--- config.mk ---
export PLATFORM = sky130hd
export DESIGN_NAME = msq_step_bank
export DESIGN_NICKNAME = d
export VERILOG_FILES = /design/src/hdl/msq_pkg.sv /design/src/hdl/msq_step_reg.sv /design/src/hdl/msq_step_bank.sv
export SDC_FILE = /design/constraint.sdc
export NUM_CORES = 1
export LEC_CHECK = 0
export BUFFER_PORTS_ARGS = -buffer_cell sky130_fd_sc_hd__clkbuf_2
export CELL_PAD_IN_SITES_DETAIL_PLACEMENT = 0
export CELL_PAD_IN_SITES_GLOBAL_PLACEMENT = 1
export CORE_MARGIN = 4
export CORE_UTILIZATION = 38
export CTS_BUF_LIST = sky130_fd_sc_hd__clkbuf_2 sky130_fd_sc_hd__clkbuf_4 sky130_fd_sc_hd__clkbuf_8
export CTS_CLUSTER_DIAMETER = 40
export DETAILED_ROUTE_END_ITERATION = 10
export PLACE_DENSITY = 0.78
export REMOVE_ABC_BUFFERS = 1
export SYNTH_ARGS = -nofsm -noshare
export SYNTH_HDL_FRONTEND = slang
export SYNTH_SLANG_ARGS = --single-unit
--- constraint.sdc ---
create_clock -name sys_clk_i -period 1.3 [get_ports sys_clk_i]
set_input_delay 0.26 -clock sys_clk_i [delete_from_list [all_inputs] [get_ports sys_clk_i]]
set_output_delay 0.26 -clock sys_clk_i [all_outputs]
set_load 0.05 [all_outputs]
--- src/hdl/msq_pkg.sv ---
// Purpose: constants and types for the step eight / step nine setup registers
// Assumes: 16-bit registers reached over a plain strobe port
// Notes: offsets are register addresses on the port
package msq_pkg;
   localparam int unsigned ADDR_W = 8;
   localparam int unsigned DATA_W = 16;
   localparam logic [7:0] STEP8_OFFSET = 8'h98;
   localparam logic [7:0] STEP9_OFFSET = 8'h99;
   localparam logic [15:0] STEP8_RESET = 16'h0008;
   localparam logic [15:0] STEP9_RESET = 16'h0009;
   localparam int unsigned ACTIVE_BIT = 15;
   localparam int unsigned GAIN_HI = 14;
   localparam int unsigned GAIN_LO = 13;
   localparam int unsigned NEG_BIT = 4;
   localparam int unsigned POS_HI = 3;
   localparam int unsigned POS_LO = 0;
   localparam logic [15:0] WRITABLE_MASK = 16'he01f;
   localparam logic [3:0] POS_INTERNAL_FIRST = 4'h8;

   typedef enum logic [1:0] {
      MSQ_GAIN_ONE,
      MSQ_GAIN_TWO,
      MSQ_GAIN_FOUR
   } msq_gain_e;

   typedef enum logic [1:0] {
      MSQ_NEG_GROUND,
      MSQ_NEG_EXT_SEVEN,
      MSQ_NEG_AUTO
   } msq_neg_e;

   // decoded view of one step's setup
   typedef struct packed {
      logic active;
      msq_gain_e gain;
      msq_neg_e neg_src;
      logic [3:0] pos_sel;
      logic pos_internal;
   } msq_step_s;
endpackage

--- src/hdl/msq_step_reg.sv ---
// Purpose: one step setup register with reserved bits held at zero
// Assumes: single clock, async active-high reset
// Notes: decodes the fields for the sequencer
`timescale 1ns/10ps
`default_nettype none
module msq_step_reg #(
   parameter logic [15:0] RESET_VAL = msq_pkg::STEP8_RESET
) (
   // clock and reset
   input wire logic sys_clk_i,
   input wire logic rst_i,
   // write side
   input wire logic wr_i,
   input wire logic [15:0] wdata_i,
   // contents and decode
   output logic [15:0] value_o,
   output msq_pkg::msq_step_s step_o
);
   logic [15:0] val_q;
   logic [15:0] val_d;

   always_comb begin
      val_d = val_q;
      if (wr_i) begin
         val_d = wdata_i & msq_pkg::WRITABLE_MASK;
      end
   end

   always_ff @(posedge sys_clk_i or posedge rst_i) begin
      if (rst_i) begin
         val_q <= RESET_VAL & msq_pkg::WRITABLE_MASK;
      end else begin
         val_q <= val_d;
      end
   end

   assign value_o = val_q;

   always_comb begin
      step_o.active = val_q[msq_pkg::ACTIVE_BIT];
      step_o.pos_sel = val_q[msq_pkg::POS_HI:msq_pkg::POS_LO];
      step_o.pos_internal = val_q[msq_pkg::POS_HI];
      case (val_q[msq_pkg::GAIN_HI:msq_pkg::GAIN_LO])
         2'h0: step_o.gain = msq_pkg::MSQ_GAIN_ONE;
         2'h1: step_o.gain = msq_pkg::MSQ_GAIN_TWO;
         default: step_o.gain = msq_pkg::MSQ_GAIN_FOUR;
      endcase
      if (val_q[msq_pkg::POS_HI:msq_pkg::POS_LO] >= msq_pkg::POS_INTERNAL_FIRST) begin
         step_o.neg_src = msq_pkg::MSQ_NEG_AUTO;
      end else if (val_q[msq_pkg::NEG_BIT]) begin
         step_o.neg_src = msq_pkg::MSQ_NEG_EXT_SEVEN;
      end else begin
         step_o.neg_src = msq_pkg::MSQ_NEG_GROUND;
      end
   end
endmodule
`default_nettype wire

--- src/hdl/msq_step_bank.sv ---
// Purpose: register bank holding the step eight and step nine setup registers
// Assumes: plain strobe port, read data one cycle after the read strobe
// Notes: unmapped reads return zero, unmapped writes are dropped
//
// Summary of operation
// - bit 15 of the step eight register enables step eight, cleared after reset.
// - bits 14:13 pick gain one for 00, two for 01 and four for 10 or 11, reset 00.
// - bits 12:5 are reserved, always read zero and ignore writes.
// - bit 4 picks analog ground when zero and external input seven when one, reset zero.
// - bits 3:0 pick external inputs 0-7 or internal sources from 8 upward, reset 8.
// - internal positive codes 8-15 force automatic negative input, ignoring bit 4.
// - the step nine register sits at 99h and resets to 0009h.
// - the step eight register sits at 98h and resets to 0008h.
//
// The plain strobed port was decided locally.
`timescale 1ns/10ps
`default_nettype none
module msq_step_bank (
   // clock and reset
   input wire logic sys_clk_i,
   input wire logic rst_i,
   // register port
   input wire logic [7:0] addr_i,
   input wire logic [15:0] wdata_i,
   input wire logic wr_i,
   input wire logic rd_i,
   output logic [15:0] rdata_o,
   // step eight decode to the sequencer
   input wire logic step_eight_visit_i,
   output logic step_eight_active_o,
   output logic [1:0] step_eight_gain_sel_o,
   output logic step_eight_neg_input_sel_o,
   output logic [3:0] step_eight_pos_input_sel_o,
   output logic step_eight_neg_auto_o,
   // step nine decode
   output msq_pkg::msq_step_s step_nine_o
);
   logic [15:0] s8_val;
   logic [15:0] s9_val;
   msq_pkg::msq_step_s s8_dec;
   msq_pkg::msq_step_s s8_live_q;
   msq_pkg::msq_step_s s8_live_d;
   logic [15:0] rdata_q;
   logic [15:0] rdata_d;
   logic wr8;
   logic wr9;

   assign wr8 = wr_i && (addr_i == msq_pkg::STEP8_OFFSET);
   assign wr9 = wr_i && (addr_i == msq_pkg::STEP9_OFFSET);

   // the latched copy resets to fixed decodes; refuse a package reset they would not match
   if (msq_pkg::STEP8_RESET[msq_pkg::GAIN_HI:msq_pkg::GAIN_LO] != 2'h0 ||
       msq_pkg::STEP8_RESET[msq_pkg::POS_HI] != 1'b1) begin : g_bad_step8_reset
      $error("step eight reset value does not match the latched copy");
   end

   if (msq_pkg::STEP8_OFFSET == msq_pkg::STEP9_OFFSET) begin : g_bad_offsets
      $error("step eight and step nine setup registers share one address");
   end

   if ((msq_pkg::STEP8_RESET & ~msq_pkg::WRITABLE_MASK) != 16'h0000 ||
       (msq_pkg::STEP9_RESET & ~msq_pkg::WRITABLE_MASK) != 16'h0000) begin : g_bad_reserved
      $error("a reset value sets reserved bits");
   end

   // reserved bits masked inside the register
   msq_step_reg #(.RESET_VAL(msq_pkg::STEP8_RESET)) u_step8 (
      .sys_clk_i(sys_clk_i),
      .rst_i(rst_i),
      .wr_i(wr8),
      .wdata_i(wdata_i),
      .value_o(s8_val),
      .step_o(s8_dec)
   );

   msq_step_reg #(.RESET_VAL(msq_pkg::STEP9_RESET)) u_step9 (
      .sys_clk_i(sys_clk_i),
      .rst_i(rst_i),
      .wr_i(wr9),
      .wdata_i(wdata_i),
      .value_o(s9_val),
      .step_o(step_nine_o)
   );

   // readback, one cycle after the strobe
   always_comb begin
      rdata_d = 16'h0000;
      if (rd_i) begin
         case (addr_i)
            msq_pkg::STEP8_OFFSET: rdata_d = s8_val;
            msq_pkg::STEP9_OFFSET: rdata_d = s9_val;
            default: rdata_d = 16'h0000;
         endcase
      end
   end

   // settings latched when the sequencer enters step eight
   always_comb begin
      s8_live_d = s8_live_q;
      if (step_eight_visit_i) begin
         s8_live_d = s8_dec;
      end
   end

   always_ff @(posedge sys_clk_i or posedge rst_i) begin
      if (rst_i) begin
         rdata_q <= 16'h0000;
         s8_live_q <= '{active: msq_pkg::STEP8_RESET[msq_pkg::ACTIVE_BIT],
                        gain: msq_pkg::MSQ_GAIN_ONE,
                        neg_src: msq_pkg::MSQ_NEG_AUTO,
                        pos_sel: msq_pkg::STEP8_RESET[msq_pkg::POS_HI:msq_pkg::POS_LO],
                        pos_internal: msq_pkg::STEP8_RESET[msq_pkg::POS_HI]};
      end else begin
         rdata_q <= rdata_d;
         s8_live_q <= s8_live_d;
      end
   end

   assign rdata_o = rdata_q;
   assign step_eight_active_o = s8_live_q.active;
   assign step_eight_gain_sel_o = s8_live_q.gain;
   assign step_eight_pos_input_sel_o = s8_live_q.pos_sel;
   // forced low while an internal source is picked
   assign step_eight_neg_input_sel_o = (s8_live_q.neg_src == msq_pkg::MSQ_NEG_EXT_SEVEN);
   assign step_eight_neg_auto_o = (s8_live_q.neg_src == msq_pkg::MSQ_NEG_AUTO);
endmodule
`default_nettype wire

==> impl_metrics.py, run 1 <==
metrics = {
    "grt": {
        "vias_in_the_first_global_route": 1029,
        "globalRouteTotalUtil_pct": 12.5,
        "global_route_wire_length_before_repair_um": 4840,
        "antenna_found_initial": 0,
        "largest_net_degree_at_the_start_of_global_routing": 34,
        "grt.overflow.total": 0,
    },
    "logic_synthesis": {
        "share_of_the_synthesized_netlist_area_taken_by_xor_and_xnor_gates_pct": 0,
        "post_synth_and_or_nand_nor_area_fraction_pct": 8.11,
        "synthesis.yosys.warnings": 0,
        "combinational_family_with_the_most_area_after_synthesis": "multiplexers",
        "muxShareOfSynthArea_pct": 22.7,
        "synth_compound_area_share_pct": 1.39,
        "ys_ff_latch": 33,
        "synth-adder-area-share_pct": 0,
        "synth_cell_type_count": 22,
        "synth.avg_cell_area_um2": 13.0,
        "synth_area_um2": 1530,
        "cells_after_synthesis": 117,
        "synth_seq_area_share_pct": 54.5,
    },
    "placement": {
        "gp_routability_congestion": 0.687,
        "buffer_ports.inserted": 47,
        "post-dp-hpwl_um": 2230,
    },
    "cts": {
        "worstSkewPairLatency_ns": 0.28,
        "clk_pin_slew_ns": 0.06,
        "cts_max_level": 2,
        "cts_tree": "built",
        "clock_path_buffers": 2,
        "cts.root.buffer_cell": "sky130_fd_sc_hd__clkbuf_8",
        "numCtsBuffers": 5,
        "clock_sink_total": 33,
    },
    "sta": {
        "timing_hold_violations_final": 0,
        "maxClockFrequency_ghz": 0.723,
        "final_slew_violations": 0,
        "grt_setup_unrepaired": "true",
        "final.min_clock_period_ns": 1.38,
        "timing.final.ws_setup_ns": -0.0826,
        "final_setup_violation_count": 5,
        "tns_ns": -0.335,
        "final_min_period_over_clock_period_pct": 106,
        "worst_clock_skew_ns": 0.00691,
    },
    "critical_path": {
        "crit_fanout": 6,
        "r2r_end": "u_step9.value_o[14]$_DFFE_PP0P_",
        "reg2reg_slack_ns": 0.40,
        "cp_data_arrival_time_ns": 1.12,
        "worstSetupEndpointType": "output port",
        "rr_worst_depth": 2,
        "critical_path.startpoint_type": "flop",
        "crit-reg2reg-launch": "u_step9.value_o[14]$_DFFE_PP0P_",
        "path_class": "flop to output port",
        "worst_ep_required_time_ns": 1.04,
    },
    "floorplanning": {
        "die_height_um": 71.4,
        "floorplan.core_area_um2": 3770,
        "fp.dieW_um": 71.4,
        "pin_count": 64,
        "starting_utilization_of_the_core_area_pct": 40.5,
        "design.die.area_um2": 5100,
        "rows": 22,
    },
    "route": {
        "route.detailed.drc": 0,
        "dr.first_iter.drc_count": 6,
        "vias_cell": 4.50,
        "drtAntennaViolNets": 0,
        "total_number_of_vias": 955,
        "routedWlPerCell_um": 14.1,
        "drt-total-wl_um": 2990,
        "drt_pre_antenna_iters": 4,
    },
    "power": {
        "power.static_leakage_uw": 0.00103,
        "power.share.sequential_pct": 49.2,
        "power-per-cell-area_nw_per_um2": 1160,
        "power_switching_uw": 623,
        "switching_share_pct": 27.8,
        "power.clock.fraction_pct": 34.1,
        "ir_drop_uv": 745,
        "comb_power_share_pct": 16.7,
        "internal_power_uw": 1620,
    },
    "run_status": {
        "run_status": "finished, violations left",
        "failed_checks": "negative setup slack",
    },
    "layout": {
        "fill_cells": 348,
        "syn_to_final_growth_pct": 26.8,
        "layout.core_utilization_pct": 51.3,
        "nNetsFinal": 192,
        "insertedDiodeCount": 0,
        "drive_above_1_share_pct": 59.1,
    },
    "flow_run": {
        "timing.max_cap.violations": 0,
    },
    "worst_hold_path": {
        "worst_hold_path_type": "primary input to async pin",
    },
}
[state kept, by name (all words and copies together) (netlist names)]
signal and flops:
u_step9.value_o 8, step_eight_gain_sel_o 2, step_eight_pos_input_sel_o 4, rdata_o 8, step_eight_active_o 1, s8_live_q 2, u_step8.value_o 8
[synthesized netlist by cell type, drive strengths merged]
cell type  number  area share (%)
and4b           1            0.66
and4bb          1            0.82
buf            23              11
clkbuf          2            0.49
conb            1            0.25
dfrtp          28              46
dfstp           5             8.6
inv             5             1.2
mux2           21              17
mux2i           8             5.2
nand2           2            0.49
nand3           1            0.33
nand3b          1            0.49
nand4           1            0.82
nor2           10             2.5
nor2b           2            0.82
nor3b           1             1.2
o21ai           3            0.98
o22ai           1            0.41
[layout make-up]
| class | count | area (um2) | area share, % |
|---|---|---|---|
| sequential | 33 | 832 | 43.0 |
| multi-input combinational | 61 | 532 | 27.5 |
| timing repair buffer | 57 | 404 | 20.9 |
| clock buffer | 7 | 83.8 | 4.33 |
| tap | 48 | 60.1 | 3.10 |
| inverter | 5 | 18.8 | 0.970 |
| clock inverter | 1 | 5.00 | 0.259 |
[how the worst max path moves through the flow]
stage / startpoint / to / slack [ns] / cells past startpoint
3_3_place_gp: addr_i[6] / u_step8.value_o[2]$_DFFE_PP0P_ / -0.12 / 5
2_1_floorplan: u_step9.value_o[3]$_DFFE_PP1P_ / step_nine_o[5] / -0.38 / 1
6_report: u_step9.value_o[3]$_DFFE_PP1P_ / step_nine_o[5] / -0.08 / 2
5_1_grt: u_step9.value_o[3]$_DFFE_PP1P_ / step_nine_o[5] / -0.12 / 2
3_5_place_dp: addr_i[6] / u_step8.value_o[1]$_DFFE_PP0P_ / -0.16 / 5
4_1_cts: s8_live_q[6]$_DFFE_PP1P_ / step_eight_neg_auto_o / -0.12 / 3
[routing by layer]
layer,up-vias,share of wire (%),track usage [%]
li1,450,-,-
met1,470,38,13.6
met2,32,55,21.8
met3,3,5.7,4.21
met4,0,1.2,5.64
met5,-,0,0
[worst max-delay path: stages (launching register included)]
cell	delay [ns]
sky130_fd_sc_hd__dfstp_2	0.62
sky130_fd_sc_hd__nor2b_2	0.07
sky130_fd_sc_hd__buf_8	0.15
[cell usage in the layout (no fill, tap or decap), types with 2 or more instances in the layout]
cell type and count:
sky130_fd_sc_hd__mux2_2 13, sky130_fd_sc_hd__clkbuf_4 2, sky130_fd_sc_hd__o21ai_0 3, sky130_fd_sc_hd__mux2_4 8, sky130_fd_sc_hd__mux2i_1 8, sky130_fd_sc_hd__nand2_1 2
sky130_fd_sc_hd__buf_4 10, sky130_fd_sc_hd__clkbuf_2 38, sky130_fd_sc_hd__nor2_1 9, sky130_fd_sc_hd__clkbuf_8 10, sky130_fd_sc_hd__conb_1 8, sky130_fd_sc_hd__dfrtp_1 28
sky130_fd_sc_hd__buf_8 3, sky130_fd_sc_hd__dfstp_2 5, sky130_fd_sc_hd__inv_1 4
[cells by family after synthesis]
logic type | after synthesis
multiplexers | 29
other | 1
flip-flops | 33
buffers and inverters | 30
AO/OA/AOI/OAI | 4
AND/OR/NAND/NOR | 20
[through the flow]
stage               instance area [um2]  setup WS, ns  hold slack (ns)  std cells  power (uW)
floorplan                          1370        -0.385            0.334         99        1350
global placement                   1730        -0.123            0.346        202        1450
detailed placement                 1730        -0.157            0.349        202        1460
CTS                                1920        -0.117           0.0398        211        2260
global route                       1940        -0.118           0.0668        212        2340
finish                             1940       -0.0826           0.0306        212        2240
[power groups by stage]
stage          clock network, uW  logic (uW)  registers (uW)
3_3_place_gp                   0         333            1120
5_1_grt                      836         397            1110
4_1_cts                      790         370            1100
6_report                     765         374            1100
2_1_floorplan                  0         155            1200
3_5_place_dp                   0         340            1120
[repair_timing]
| action | in CTS | in global routing |
|---|---|---|
| pin swaps | 1 | 1 |
| endpoints found under the setup margin | 9 | 8 |
| gates resized for setup | 21 | 5 |
| buffers inserted | 1 | 1 |
| endpoints found under the hold margin | 0 | 0 |
| hold buffers | 0 | 0 |
Note: power is estimated with default switching activity, not from simulation.
==> run 2: changes to the inputs <==
--- a/config.mk
+++ b/config.mk
@@ -13,7 +13,7 @@
 export CTS_BUF_LIST = sky130_fd_sc_hd__clkbuf_2 sky130_fd_sc_hd__clkbuf_4 sky130_fd_sc_hd__clkbuf_8
 export CTS_CLUSTER_DIAMETER = 40
 export DETAILED_ROUTE_END_ITERATION = 10
-export PLACE_DENSITY = 0.78
+export PLACE_DENSITY_LB_ADDON = 0.12
 export REMOVE_ABC_BUFFERS = 1
 export SYNTH_ARGS = -nofsm -noshare
 export SYNTH_HDL_FRONTEND = slang
==> impl_metrics.py, run 2 (synthesis results as in run 1) <==
metrics = {
    "layout": {
        "nNetsFinal": 195,
        "layout_commonest_cell": "sky130_fd_sc_hd__clkbuf_2",
        "syn_to_final_growth_pct": 27.2,
        "multi_input_area_um2": 532,
        "drive_above_1_share_pct": 60.5,
        "insertedDiodeCount": 0,
        "area.sequential_um2": 832,
        "fill_cells": 349,
        "layout_common_cells": "sky130_fd_sc_hd__clkbuf_2, sky130_fd_sc_hd__dfrtp_1, sky130_fd_sc_hd__mux2_2, sky130_fd_sc_hd__buf_4, sky130_fd_sc_hd__clkbuf_8",
        "final_cell_count_no_fill": 215,
    },
    "placement": {
        "gp_routability_congestion": 0.699,
        "place_inst": 203,
        "post-dp-hpwl_um": 2100,
        "dp_worst_setup_slack_ns": -0.157,
        "buffer_ports.inserted": 47,
    },
    "floorplanning": {
        "rows": 22,
        "fp.dieW_um": 71.4,
        "die_height_um": 71.4,
        "design.die.area_um2": 5100,
        "floorplan.core_area_um2": 3770,
        "starting_utilization_of_the_core_area_pct": 40.5,
        "pin_count": 64,
    },
    "sta": {
        "grt_setup_unrepaired": "true",
        "timing_hold_violations_final": 0,
        "tns_ns": -0.141,
        "worst_clock_skew_ns": 0.00240,
        "fin_worst_hold_slack_ns": 0.0494,
        "maxClockFrequency_ghz": 0.738,
        "final_slew_violations": 0,
        "final_min_period_over_clock_period_pct": 104,
        "final.min_clock_period_ns": 1.35,
        "final_setup_violation_count": 5,
        "timing.final.ws_setup_ns": -0.0547,
    },
    "critical_path": {
        "critical_path.startpoint_type": "flop",
        "crit_fanout": 5,
        "slowest_stage": "sky130_fd_sc_hd__dfstp_2",
        "worstSetupEndpointType": "output port",
        "rr_worst_depth": 3,
        "worst_ep_required_time_ns": 1.04,
        "cp_data_arrival_time_ns": 1.09,
        "timing.critical_path.cells": "nor2b_1 -> clkbuf_8",
        "path_class": "flop to output port",
        "cpPeakStageDelay_ns": 0.59,
    },
    "grt": {
        "globalRouteTotalUtil_pct": 11.7,
        "antenna_found_initial": 0,
        "global_route_wire_length_before_repair_um": 4640,
        "largest_net_degree_at_the_start_of_global_routing": 34,
        "grt.overflow.total": 0,
        "vias_in_the_first_global_route": 962,
    },
    "cts": {
        "holdBufCountCts": 0,
        "cts.root.buffer_cell": "sky130_fd_sc_hd__clkbuf_8",
        "cts_tree": "built",
        "cts_max_level": 2,
        "clk_pin_slew_ns": 0.06,
        "clock_path_buffers": 2,
        "worstSkewPairLatency_ns": 0.27,
        "numCtsBuffers": 5,
        "clock_sink_total": 33,
    },
    "power": {
        "power-per-cell-area_nw_per_um2": 1150,
        "comb_power_share_pct": 16.5,
        "ir_drop_uv": 699,
        "switching_share_pct": 26.4,
        "internal_power_uw": 1640,
        "power.static_leakage_uw": 0.00104,
        "power.clock.fraction_pct": 34.1,
        "power_switching_uw": 590,
        "power.share.sequential_pct": 49.3,
    },
    "run_status": {
        "run_status": "finished, violations left",
        "failed_checks": "negative setup slack",
    },
    "route": {
        "drt_pre_antenna_iters": 3,
        "routedWlPerCell_um": 13.1,
        "vias_cell": 4.34,
        "drtAntennaViolNets": 0,
        "dr.first_iter.drc_count": 27,
        "route.detailed.drc": 0,
        "drt-total-wl_um": 2820,
        "total_number_of_vias": 934,
    },
    "flow_run": {
        "timing.max_cap.violations": 0,
    },
    "worst_hold_path": {
        "worst_hold_path_type": "primary input to async pin",
    },
}
==> run 2: cell count changes in the layout (fill, tap and decap cells not counted), sizes merged <==
cell    delta
clkinv     -1
buf        +2
clkbuf     +2
==> run 2: path summary, 6_finish.rpt <==
check	startpoint	end	slack, ns
max in group asynchronous	rst_i	u_step9.value_o[0]$_DFFE_PP1P_	0.92
max reg2reg	s8_live_q[6]$_DFFE_PP1P_	s8_live_q[6]$_DFFE_PP1P_	0.38
max	u_step9.value_o[3]$_DFFE_PP1P_	step_nine_o[5]	-0.05
min reg2reg	step_eight_pos_input_sel_o[3]$_DFFE_PP1P_	step_eight_pos_input_sel_o[3]$_DFFE_PP1P_	0.47
min	rst_i	rdata_o[4]$_DFF_PP0_	0.05
min in group sys_clk_i	wdata_i[1]	u_step8.value_o[1]$_DFFE_PP0P_	0.23
==> run 2: power by group through the flow <==
stage / Clock (uW) / Combinational (uW) / Sequential (uW)
finish: 762 / 370 / 1100
global route: 831 / 395 / 1110
CTS: 794 / 366 / 1100
detailed placement: 0 / 339 / 1120
global placement: 0 / 335 / 1120
floorplan: 0 / 155 / 1200
==> run 2: area by class of cell <==
| cell class | instances | share of cell area (%) |
|---|---|---|
| well taps | 48 | 3.09 |
| multi-input cells | 61 | 27.4 |
| flip-flops and latches | 33 | 42.8 |
| clock buffers | 8 | 4.70 |
| repair buffers | 60 | 21.0 |
| inverters | 5 | 0.966 |
==> run 2: what timing repair did <==
item,CTS,global route
setup endpoints to repair,9,7
setup buffers,2,2
gates resized for setup,19,5
pin swaps,1,2
==> run 2: routing by layer <==
metal  vias to the layer above  GRT usage [%]  wire, um  part of all wire (%)
li1                        459              -         -                     -
met1                       445           13.6      1130                    40
met2                        28           20.6      1490                    53
met3                         2           4.35       183                   6.5
met4                         0           2.51        18                  0.64
met5                         -              0         0                     0
==> run 2: worst max-delay path, delay by kind of cell, from the launching register on <==
| kind | cells | cell delay [ns] |
|---|---|---|
| flops | 1 | 0.59 |
| buf+inv | 1 | 0.17 |
| simple gates | 1 | 0.07 |
==> run 2: metrics by stage <==
stage / utilization (%) / area (um2) / total power [uW]
3_5_place_dp: 46.0 / 1740 / 1460
5_1_grt: 51.5 / 1940 / 2330
4_1_cts: 50.8 / 1920 / 2260
2_1_floorplan: - / 1370 / 1350
3_3_place_gp: 46.0 / 1740 / 1450
6_report: 51.5 / 1940 / 2230
==> run 3: changes to the inputs <==
--- a/config.mk
+++ b/config.mk
@@ -14,7 +14,6 @@
 export CTS_CLUSTER_DIAMETER = 40
 export DETAILED_ROUTE_END_ITERATION = 10
 export PLACE_DENSITY_LB_ADDON = 0.12
-export REMOVE_ABC_BUFFERS = 1
 export SYNTH_ARGS = -nofsm -noshare
 export SYNTH_HDL_FRONTEND = slang
 export SYNTH_SLANG_ARGS = --single-unit
==> impl_metrics.py, run 3 (synthesis results as in run 1) <==
metrics = {
    "sta": {
        "final.min_clock_period_ns": 1.34,
        "grt_setup_unrepaired": "true",
        "worst_clock_skew_ns": 0.00750,
        "maxClockFrequency_ghz": 0.744,
        "final_setup_violation_count": 5,
        "final_slew_violations": 0,
        "final_min_period_over_clock_period_pct": 103,
        "timing.final.ws_setup_ns": -0.0447,
        "fin_worst_hold_slack_ns": -0.00216,
        "timing_hold_violations_final": 9,
    },
    "critical_path": {
        "reg2reg_slack_ns": 0.38,
        "worstSetupEndpointType": "output port",
        "worstSetupStartpoint": "s8_live_q[6]$_DFFE_PP1P_",
        "r2r_end": "s8_live_q[6]$_DFFE_PP1P_",
        "path_class": "flop to output port",
        "slowest_stage": "sky130_fd_sc_hd__dfstp_2",
        "critical_path.startpoint_type": "flop",
        "crit-reg2reg-launch": "s8_live_q[6]$_DFFE_PP1P_",
        "worst_ep_required_time_ns": 1.04,
        "rr_worst_depth": 3,
        "cp_data_arrival_time_ns": 1.08,
        "worst-path-stages": 3,
        "endpoint": "step_eight_neg_auto_o",
        "crit_fanout": 2,
        "critPathTopFamily": "flip-flops",
        "timing.critical_path.cells": "inv_2 -> nor2_4 -> buf_8",
        "path_buf_inv": 2,
        "cpPeakStageDelay_ns": 0.54,
    },
    "power": {
        "power.static_leakage_uw": 0.00104,
        "power.clock.fraction_pct": 36.0,
        "ir_drop_uv": 541,
        "power_uw": 2300,
        "switching_share_pct": 27.1,
        "internal_power_uw": 1680,
        "power-per-cell-area_nw_per_um2": 1180,
        "power_switching_uw": 623,
        "power.share.sequential_pct": 47.9,
        "comb_power_share_pct": 16.1,
    },
    "floorplanning": {
        "fp.dieW_um": 71.4,
        "floorplan.core_area_um2": 3770,
        "starting_utilization_of_the_core_area_pct": 40.5,
        "rows": 22,
        "pin_count": 64,
        "design.die.area_um2": 5100,
        "die_height_um": 71.4,
    },
    "layout": {
        "drive_above_1_share_pct": 60.2,
        "layout_common_cells": "sky130_fd_sc_hd__clkbuf_2, sky130_fd_sc_hd__dfrtp_1, sky130_fd_sc_hd__buf_4, sky130_fd_sc_hd__mux2_2, sky130_fd_sc_hd__clkbuf_8",
        "syn_to_final_growth_pct": 27.4,
        "nNetsFinal": 194,
        "fill_cells": 358,
        "layout_commonest_cell": "sky130_fd_sc_hd__clkbuf_2",
        "insertedDiodeCount": 0,
    },
    "grt": {
        "antenna_found_initial": 0,
        "grt.overflow.total": 0,
        "vias_in_the_first_global_route": 994,
        "globalRouteTotalUtil_pct": 12.1,
        "largest_net_degree_at_the_start_of_global_routing": 34,
        "global_route_wire_length_before_repair_um": 4720,
    },
    "cts": {
        "cts_max_level": 2,
        "clk_pin_slew_ns": 0.07,
        "holdBufCountCts": 0,
        "cts.root.buffer_cell": "sky130_fd_sc_hd__clkbuf_8",
        "numCtsBuffers": 5,
        "clock_path_buffers": 2,
        "cts_tree": "built",
        "clock_sink_total": 33,
        "worstSkewPairLatency_ns": 0.28,
    },
    "placement": {
        "gp_routability_congestion": 0.722,
        "post-dp-hpwl_um": 2150,
        "buffer_ports.inserted": 47,
    },
    "route": {
        "dr.first_iter.drc_count": 45,
        "drt-total-wl_um": 2890,
        "drtAntennaViolNets": 0,
        "total_number_of_vias": 956,
        "vias_cell": 4.47,
        "drt_pre_antenna_iters": 4,
        "routedWlPerCell_um": 13.5,
        "route.detailed.drc": 0,
    },
    "flow_run": {
        "timing.max_cap.violations": 0,
    },
    "worst_hold_path": {
        "worst_hold_path_type": "primary input to async pin",
    },
    "run_status": {
        "failed_checks": "negative hold slack, negative setup slack",
        "run_status": "finished, violations left",
    },
}
-- run 3: cell count changes in the layout (fill, tap and decap cells not counted), sizes merged --
cell,previous run,this run
clkinv,0,1
clkbuf,53,48
buf,15,18
-- run 3: worst min-delay path by stage --
stage,end
floorplan,rdata_o[0]$_DFF_PP0_
global placement,rdata_o[13]$_DFF_PP0_
detailed placement,rdata_o[13]$_DFF_PP0_
CTS,u_step9.value_o[4]$_DFFE_PP0P_
global route,u_step9.value_o[4]$_DFFE_PP0P_
finish,u_step9.value_o[4]$_DFFE_PP0P_
-- run 3: layout make-up --
class | instances | area (um2) | area share [%]
multi-input combinational | 61 | 534 | 27.5
timing repair buffer | 59 | 398 | 20.5
clock inverter | 1 | 5.00 | 0.257
tap | 48 | 60.1 | 3.09
inverter | 5 | 18.8 | 0.965
sequential | 33 | 832 | 42.8
clock buffer | 7 | 96.3 | 4.95
-- run 3: through the flow --
| stage | util [%] | worst slack [ns] | TNS [ns] | cells | area [um2] |
|---|---|---|---|---|---|
| after floorplan | - | -0.0230 | -0.165 | 124 | 1560 |
| after global placement | 46.7 | -0.136 | -1.71 | 204 | 1760 |
| after detailed placement | 46.7 | -0.171 | -2.11 | 204 | 1760 |
| after CTS | 51.1 | -0.0731 | -0.264 | 213 | 1930 |
| after global routing | 51.6 | -0.0738 | -0.366 | 214 | 1940 |
| final | 51.6 | -0.0447 | -0.144 | 214 | 1940 |
-- run 3: tightest hold or removal path, cell delays in order --
cell                       delay (ns)
sky130_fd_sc_hd__clkbuf_2        0.08
sky130_fd_sc_hd__inv_1           0.08
sky130_fd_sc_hd__buf_12          0.21
-- run 3: layer usage --
| metal | routed length (um) | vias up | part of all wire (%) | track usage (%) |
|---|---|---|---|---|
| met1 | 1320 | 457 | 45 | 16.1 |
| met3 | 187 | 5 | 6.5 | 3.37 |
| met2 | 1340 | 36 | 46 | 18.0 |
| met5 | 0 | - | 0 | 0 |
| met4 | 46 | 0 | 1.6 | 6.26 |
| li1 | - | 458 | - | - |
-- run 3: power groups by stage --
stage	logic (uW)	registers (uW)	clock network, uW
final	370	1100	830
after global routing	393	1110	901
after CTS	368	1100	849
after detailed placement	348	1120	0
after global placement	345	1120	0
after floorplan	297	1120	0
-- run 3: repair_timing --
action / 4_1_cts / 5_1_grt
gates resized for setup: 15 / 8
setup buffers: 1 / 1
endpoints found under the setup margin: 9 / 8
endpoints found under the hold margin: 0 / 0
cloned: 0 / 0
